[config.mk]
export PLATFORM = sky130hd
export DESIGN_NAME = sac_host_flat
export DESIGN_NICKNAME = d
export VERILOG_FILES = /design/src/sac_pkg.sv /design/src/sac_link_if.sv /design/src/sac_host.sv /design/src/flat_wrapper.sv
export SDC_FILE = /design/constraint.sdc
export NUM_CORES = 1
export LEC_CHECK = 0
export ABC_AREA = 0
export BUFFER_PORTS_ARGS = -buffer_cell sky130_fd_sc_hd__buf_2
export CORE_MARGIN = 8
export CORE_UTILIZATION = 60
export CTS_CLUSTER_SIZE = 12
export DETAILED_ROUTE_END_ITERATION = 8
export HOLD_SLACK_MARGIN = 0.15
export PLACE_DENSITY = 0.81
export SYNTH_ARGS = -nofsm -noshare
export SYNTH_HDL_FRONTEND = slang
export SYNTH_SLANG_ARGS = --single-unit
export TNS_END_PERCENT = 20
[constraint.sdc]
create_clock -name clk_in -period 5.4 [get_ports clk_in]
set_clock_uncertainty 0.1 [all_clocks]
set_input_delay 0.27 -clock clk_in [delete_from_list [all_inputs] [get_ports clk_in]]
set_output_delay 0.27 -clock clk_in [all_outputs]
set_load 0.1 [all_outputs]
[src/sac_pkg.sv]
`default_nettype none
package sac_pkg;
  // word layout
  localparam int unsigned WORD_BITS     = 16;
  localparam int unsigned ADDR_BITS     = 8;
  localparam int unsigned CODE_BITS     = 8;
  localparam int unsigned ADDR_MSB      = 15;
  localparam int unsigned ADDR_LSB      = 8;
  localparam int unsigned CODE_MSB      = 7;
  localparam int unsigned CODE_LSB      = 0;
  localparam int unsigned LEVEL_BITS    = 6;
  // address and code values
  localparam logic [7:0]  CHANNEL_ADDR  = 8'h00;
  localparam logic [7:0]  MAX_STEP_CODE = 8'h3E;
  localparam logic [7:0]  MUTE_CODE     = 8'h3F;
  // reset values
  localparam logic [5:0]  RESET_LEVEL   = 6'h3F;
  localparam logic        RESET_MUTE    = 1'b1;
  // timing, host side
  localparam int unsigned CLK_PERIOD_NS    = 25;
  localparam int unsigned SCLK_PERIOD_NS   = 500;
  localparam int unsigned LOAD_SETUP_NS    = 150;
  localparam int unsigned LOAD_GAP_NS      = 500;
  localparam int unsigned SCLK_HALF_CYC    =
    ((SCLK_PERIOD_NS / 2) + CLK_PERIOD_NS - 1) / CLK_PERIOD_NS;
  localparam int unsigned LOAD_SETUP_CYC   =
    (LOAD_SETUP_NS + CLK_PERIOD_NS - 1) / CLK_PERIOD_NS;
  localparam int unsigned LOAD_GAP_CYC     =
    (LOAD_GAP_NS + CLK_PERIOD_NS - 1) / CLK_PERIOD_NS;
  localparam int unsigned CNT_BITS         = 6;
endpackage
`default_nettype wire

[src/sac_link_if.sv]
`default_nettype none
interface sac_link_if;
  logic load_n;
  logic sclk;
  logic sdata;
  modport host (
    output load_n,
    output sclk,
    output sdata
  );
  modport device (
    input  load_n,
    input  sclk,
    input  sdata
  );
endinterface
`default_nettype wire

[src/sac_host.sv]
`default_nettype none
module sac_host #(
  parameter int unsigned HALF_CYC  = sac_pkg::SCLK_HALF_CYC,
  parameter int unsigned SETUP_CYC = sac_pkg::LOAD_SETUP_CYC,
  parameter int unsigned GAP_CYC   = sac_pkg::LOAD_GAP_CYC
) (
  // system
  input  wire logic                  clk_in,
  input  wire logic                  arst_n_in,
  // user request
  input  wire logic                  target_valid_in,
  input  wire logic [7:0]            target_code_in,
  output logic                       busy_out,
  output logic [7:0]                 current_code_out,
  // link, serial clock made here by division
  sac_link_if.host                   link
);
  typedef enum logic [2:0] {
    ST_IDLE  = 3'b000,
    ST_SETUP = 3'b001,
    ST_LO    = 3'b010,
    ST_HI    = 3'b011,
    ST_TAIL  = 3'b100,
    ST_GAP   = 3'b101
  } sac_host_state_e;

  sac_host_state_e state;
  sac_host_state_e next_state;
  logic [sac_pkg::CNT_BITS-1:0]  cnt;
  logic [sac_pkg::CNT_BITS-1:0]  next_cnt;
  logic [4:0]                    bits;
  logic [4:0]                    next_bits;
  logic [sac_pkg::WORD_BITS-1:0] word;
  logic [sac_pkg::WORD_BITS-1:0] next_word;
  logic [7:0]                    cur;
  logic [7:0]                    next_cur;
  logic [7:0]                    tgt;
  logic [7:0]                    next_tgt;
  logic [7:0]                    step;
  logic [7:0]                    next_step;
  logic                          load_n;
  logic                          next_load_n;
  logic                          sclk;
  logic                          next_sclk;

  always_comb begin
    next_state  = state;
    next_cnt    = cnt;
    next_bits   = bits;
    next_word   = word;
    next_cur    = cur;
    next_tgt    = tgt;
    next_step   = step;
    next_load_n = load_n;
    next_sclk   = sclk;
    if (target_valid_in) begin
      // anything from mute upward folds onto the single mute code
      next_tgt = (target_code_in > sac_pkg::MUTE_CODE) ? sac_pkg::MUTE_CODE : target_code_in;
    end
    case (state)
      ST_IDLE: begin
        if (cur != tgt) begin
          // one dB per word, never a jump
          next_step   = (tgt > cur) ? cur + 8'h01 : cur - 8'h01;
          next_word   = {sac_pkg::CHANNEL_ADDR, next_step};
          next_load_n = 1'b0;
          next_cnt    = sac_pkg::CNT_BITS'(SETUP_CYC - 1);
          next_bits   = '0;
          next_state  = ST_SETUP;
        end
      end
      ST_SETUP: begin
        next_cnt = cnt - 1'b1;
        if (cnt == '0) begin
          next_sclk  = 1'b1;
          next_cnt   = sac_pkg::CNT_BITS'(HALF_CYC - 1);
          next_state = ST_HI;
        end
      end
      ST_LO: begin
        next_cnt = cnt - 1'b1;
        if (cnt == '0) begin
          next_sclk  = 1'b1;
          next_cnt   = sac_pkg::CNT_BITS'(HALF_CYC - 1);
          next_state = ST_HI;
        end
      end
      ST_HI: begin
        next_cnt = cnt - 1'b1;
        if (cnt == '0) begin
          next_sclk = 1'b0;
          next_word = {word[sac_pkg::WORD_BITS-2:0], 1'b0};
          next_bits = bits + 1'b1;
          next_cnt  = sac_pkg::CNT_BITS'(HALF_CYC - 1);
          next_state = (bits == 5'(sac_pkg::WORD_BITS - 1)) ? ST_TAIL : ST_LO;
        end
      end
      ST_TAIL: begin
        next_cnt = cnt - 1'b1;
        if (cnt == '0) begin
          next_load_n = 1'b1;
          next_cnt    = sac_pkg::CNT_BITS'(GAP_CYC - 1);
          next_state  = ST_GAP;
        end
      end
      ST_GAP: begin
        next_cnt = cnt - 1'b1;
        if (cnt == '0) begin
          next_cur   = step;
          next_state = ST_IDLE;
        end
      end
      default: begin
        next_state  = ST_IDLE;
        next_load_n = 1'b1;
        next_sclk   = 1'b0;
      end
    endcase
  end

  always_ff @(posedge clk_in or negedge arst_n_in) begin
    if (!arst_n_in) begin
      state  <= ST_IDLE;
      cnt    <= '0;
      bits   <= '0;
      word   <= '0;
      cur    <= sac_pkg::MUTE_CODE;
      tgt    <= sac_pkg::MUTE_CODE;
      step   <= sac_pkg::MUTE_CODE;
      load_n <= 1'b1;
      sclk   <= 1'b0;
    end else begin
      state  <= next_state;
      cnt    <= next_cnt;
      bits   <= next_bits;
      word   <= next_word;
      cur    <= next_cur;
      tgt    <= next_tgt;
      step   <= next_step;
      load_n <= next_load_n;
      sclk   <= next_sclk;
    end
  end

  assign link.load_n      = load_n;
  assign link.sclk        = sclk;
  assign link.sdata       = word[sac_pkg::WORD_BITS-1];
  assign busy_out         = (state != ST_IDLE) || (cur != tgt);
  assign current_code_out = cur;
endmodule
`default_nettype wire

[src/flat_wrapper.sv]
// flat-port wrapper written by rule: the top's interface ports become plain ports
module sac_host_flat 
#(
  parameter int unsigned HALF_CYC  = sac_pkg::SCLK_HALF_CYC,
  parameter int unsigned SETUP_CYC = sac_pkg::LOAD_SETUP_CYC,
  parameter int unsigned GAP_CYC   = sac_pkg::LOAD_GAP_CYC
)
  (clk_in, arst_n_in, target_valid_in, target_code_in, busy_out, current_code_out, link_load_n, link_sclk, link_sdata);
  sac_link_if link_i ();
  input  wire logic clk_in;
  input  wire logic arst_n_in;
  input  wire logic target_valid_in;
  input  wire logic [7:0] target_code_in;
  output logic busy_out;
  output logic [7:0] current_code_out;
  output wire logic [$bits(link_i.load_n)-1:0] link_load_n;
  output wire logic [$bits(link_i.sclk)-1:0] link_sclk;
  output wire logic [$bits(link_i.sdata)-1:0] link_sdata;
  assign link_load_n = link_i.load_n;
  assign link_sclk = link_i.sclk;
  assign link_sdata = link_i.sdata;
  sac_host #(.HALF_CYC(HALF_CYC), .SETUP_CYC(SETUP_CYC), .GAP_CYC(GAP_CYC)) u_core (.clk_in(clk_in), .arst_n_in(arst_n_in), .target_valid_in(target_valid_in), .target_code_in(target_code_in), .busy_out(busy_out), .current_code_out(current_code_out), .link(link_i));
endmodule
==> flow_summary.ini <==
[timing]
setup_tns_ps = 0
max_freq_mhz = 289
slew_violations = 0
slew_headroom_pct = 38.4
tightest_slew_ps = 918
hold_violations = 0
layout_min_cycle_time_ps = 3460
period_share_pct = 64.0
finalSetupViolations = 0
rsz0062_at_grt = false

[power_and_ir_drop]
p_leak_nw = 1.44
pwr-share-clk_pct = 20.2
p_per_area_nw_per_um2 = 375
intPower_uw = 772
sequentialPowerShare_pct = 52.9
vdd_drop_max_v = 0.000257
combPwrFrac_pct = 26.9
power_switching_uw = 425
switching_share_pct = 35.5

[finish]
drive_gt1_share_pct = 18.3
stdcell_count = 376
diodes = 0
fin_nets = 351
design_area_um2 = 3190
synthToLayoutAreaGrowth_pct = 10.1

[drt]
ant_nets = 0
drtIter0Drc = 171
viasPerCell = 5.98
wl_um = 6170
vias = 2248
drc_errors = 0
firstDrtPassIters = 4
routedWlPerCell_um = 16.4

[global_route]
grt_max_degree = 57
grt_pass1_wl_um = 10300
track_usage_pct = 17.6
grt_overflow = 0
grt_pass1_vias = 2207
grt_antenna_before_repair = 0

[place]
dp_hpwl_um = 4240
place_inst = 361
post_dp_cell_area_um2 = 3030
gp_congestion = 0.917
io_buffers = 22

[yosys]
netlist_top_cells_count = dfrtp_1 (37), nand2_1 (32), nor2_1 (31)
synth_seq_cells = 56
postSynthNetCount = 325
synth_ff_type = dfrtp_1
yosys.cell_types.count = 45
synth_most_common_cell = dfrtp_1
synthArstFlopShare_pct = 100
seq_area_frac_synth_pct = 49.2
syn_inst = 295
yosys.area.top_type = dfrtp_1
synth.top_cells.by_area = dfrtp_1 (32%), dfstp_2 (17%), ha_1 (7.8%), o21ai_0 (4.5%), nand2_1 (4.1%)
syn_area_um2 = 2900
avgSynthCellArea_um2 = 9.82
synth_edf_count = 0
yosysTopAreaCellShare_pct = 32.0
yosys_warnings = 0

[clock_network]
cts_resized = 0
clockBufferDepth = 2
clockRootBuffer = clkbuf_8
post_cts_buffers = 0
cts.clk_slew.worst_paths_ps = 100
cts_sinks = 56
ctsHoldBuffers = 7
insertion_delay_ps = 320
htree_levels = 2
cts-buffers-inserted = 5
cts_tree = done

[worst_hold_path]
hp-class = input pin to register
hold_path_end = u_core.tgt[2]
worstHoldStart = target_valid_in
whs_path_depth = 2

[worst_setup_path]
crit_fanout = 7
arrival_ps = 3580
path_buf_inv = 1
cp_data_required_time_ps = 5530
start_kind = register
critical-path-max-stage-delay_ps = 560
crit_slowest_cell = dfstp_2
crit_chain = inv_1 -> ha_1 -> nand4_1 -> nor2_1 -> a21oi_1 -> nor2_1 -> ha_1 -> a211oi_1 -> o21bai_1 -> a21oi_1 -> o21a_1 -> nor3_1 -> o31ai_1
worst-setup-path-type = register to register
cpLargestDelayFamily = compound AO/OA/AOI/OAI gates
r2r_setup_slack_ps = 1940
timing.rr.start = u_core.current_code_out[5]
reg2reg_depth = 13
reg2reg_to = u_core.word[7]
cp-startpoint = u_core.current_code_out[5]
cp-end-kind = register
cp_num_cells = 13

[floorplanning]
start_util_pct = 61.8
die_w_um = 85.5
pin_count = 23
row_count = 25
die_y_um = 85.5
core_um2 = 4690
dieArea_um2 = 7310

[run]
drv_cap = 0

[run_status]
status = completed
placed cells by master (no fill, tap or decap), types with 2 or more instances in the layout:
| cell | n |
|---|---|
| a211oi_1 | 2 |
| a21o_1 | 6 |
| a21oi_1 | 23 |
| a22o_1 | 11 |
| a22oi_1 | 3 |
| and2_1 | 2 |
| buf_2 | 22 |
| clkbuf_8 | 6 |
| dfrtp_1 | 37 |
| dfstp_2 | 19 |
| dlygate4sd3_1 | 7 |
| ha_1 | 18 |
| inv_1 | 12 |
| nand2_1 | 32 |
| nand2b_1 | 2 |
| nand3_1 | 4 |
| nand4_1 | 3 |
| nor2_1 | 31 |
| nor2b_1 | 4 |
| nor3_1 | 4 |
| nor3_2 | 3 |
| o211ai_1 | 2 |
| o21a_1 | 3 |
| o21ai_0 | 26 |
| o22ai_1 | 8 |
| o31ai_1 | 2 |
| or2_2 | 3 |
| or3_1 | 2 |
| xnor2_1 | 2 |
| xor2_1 | 6 |
worst max-delay path by stage:
stage,slack (ps),end
after global placement,2190,u_core.step[7]
final,1940,u_core.word[7]
after CTS,1940,u_core.word[7]
after global routing,1620,u_core.step[7]
after detailed placement,1980,u_core.word[7]
after floorplan,1790,u_core.step[7]
layer usage:
| metal | up-vias | routed length (um) | part of all wire (%) | global-route usage, % |
|---|---|---|---|---|
| li1 | 1095 | - | - | - |
| met1 | 1109 | 2720 | 44 | 21.6 |
| met2 | 35 | 3170 | 51 | 29.8 |
| met3 | 9 | 186 | 3.0 | 4.11 |
| met4 | 0 | 93 | 1.5 | 5.25 |
| met5 | - | 0 | 0 | 0 |
cell families (layout without fill, tap and decap cells):
kind of cell	after synthesis	in the layout	synth area share, %
xor+xnor	8	8	2.42
compound gates	93	93	20.2
simple gates	94	94	15.4
flops	56	56	49.2
buf+inv	23	50	3.54
mux	2	2	0.734
fa+ha+maj	19	19	8.46
power by group through the flow:
stage	combinational (mW)	sequential (mW)	clock (mW)
after floorplan	0.238	0.634	0
after global placement	0.301	0.633	0
after detailed placement	0.317	0.640	0
after CTS	0.322	0.633	0.245
after global routing	0.362	0.650	0.261
final	0.321	0.633	0.242
metrics by stage:
step / util [%] / setup WS, ps / hold slack, ps / power [mW]
floorplan: - / 1790 / -126 / 0.872
global placement: 64.5 / 2190 / 338 / 0.934
detailed placement: 64.5 / 1980 / 347 / 0.957
CTS: 68.0 / 1940 / 154 / 1.20
global route: 68.0 / 1620 / 165 / 1.27
finish: 68.0 / 1940 / 161 / 1.20
layout make-up:
type,instances,area (um2)
sequential,56,1430
inverter,12,45.0
multi-input combinational,216,1370
fill,374,1500
clock buffer,7,86.3
clock inverter,1,7.51
tap,54,67.6
timing repair buffer,30,188
sequential cells by signal, indices dropped and copies added (netlist names):
name and count:
u_core.bits 5, u_core.cnt 6, u_core.link.load_n 1, u_core.step 8, u_core.state 3, u_core.tgt 8
u_core.current_code_out 8, u_core.word 16, u_core.link.sclk 1
Note: power is estimated with default switching activity, not from simulation.
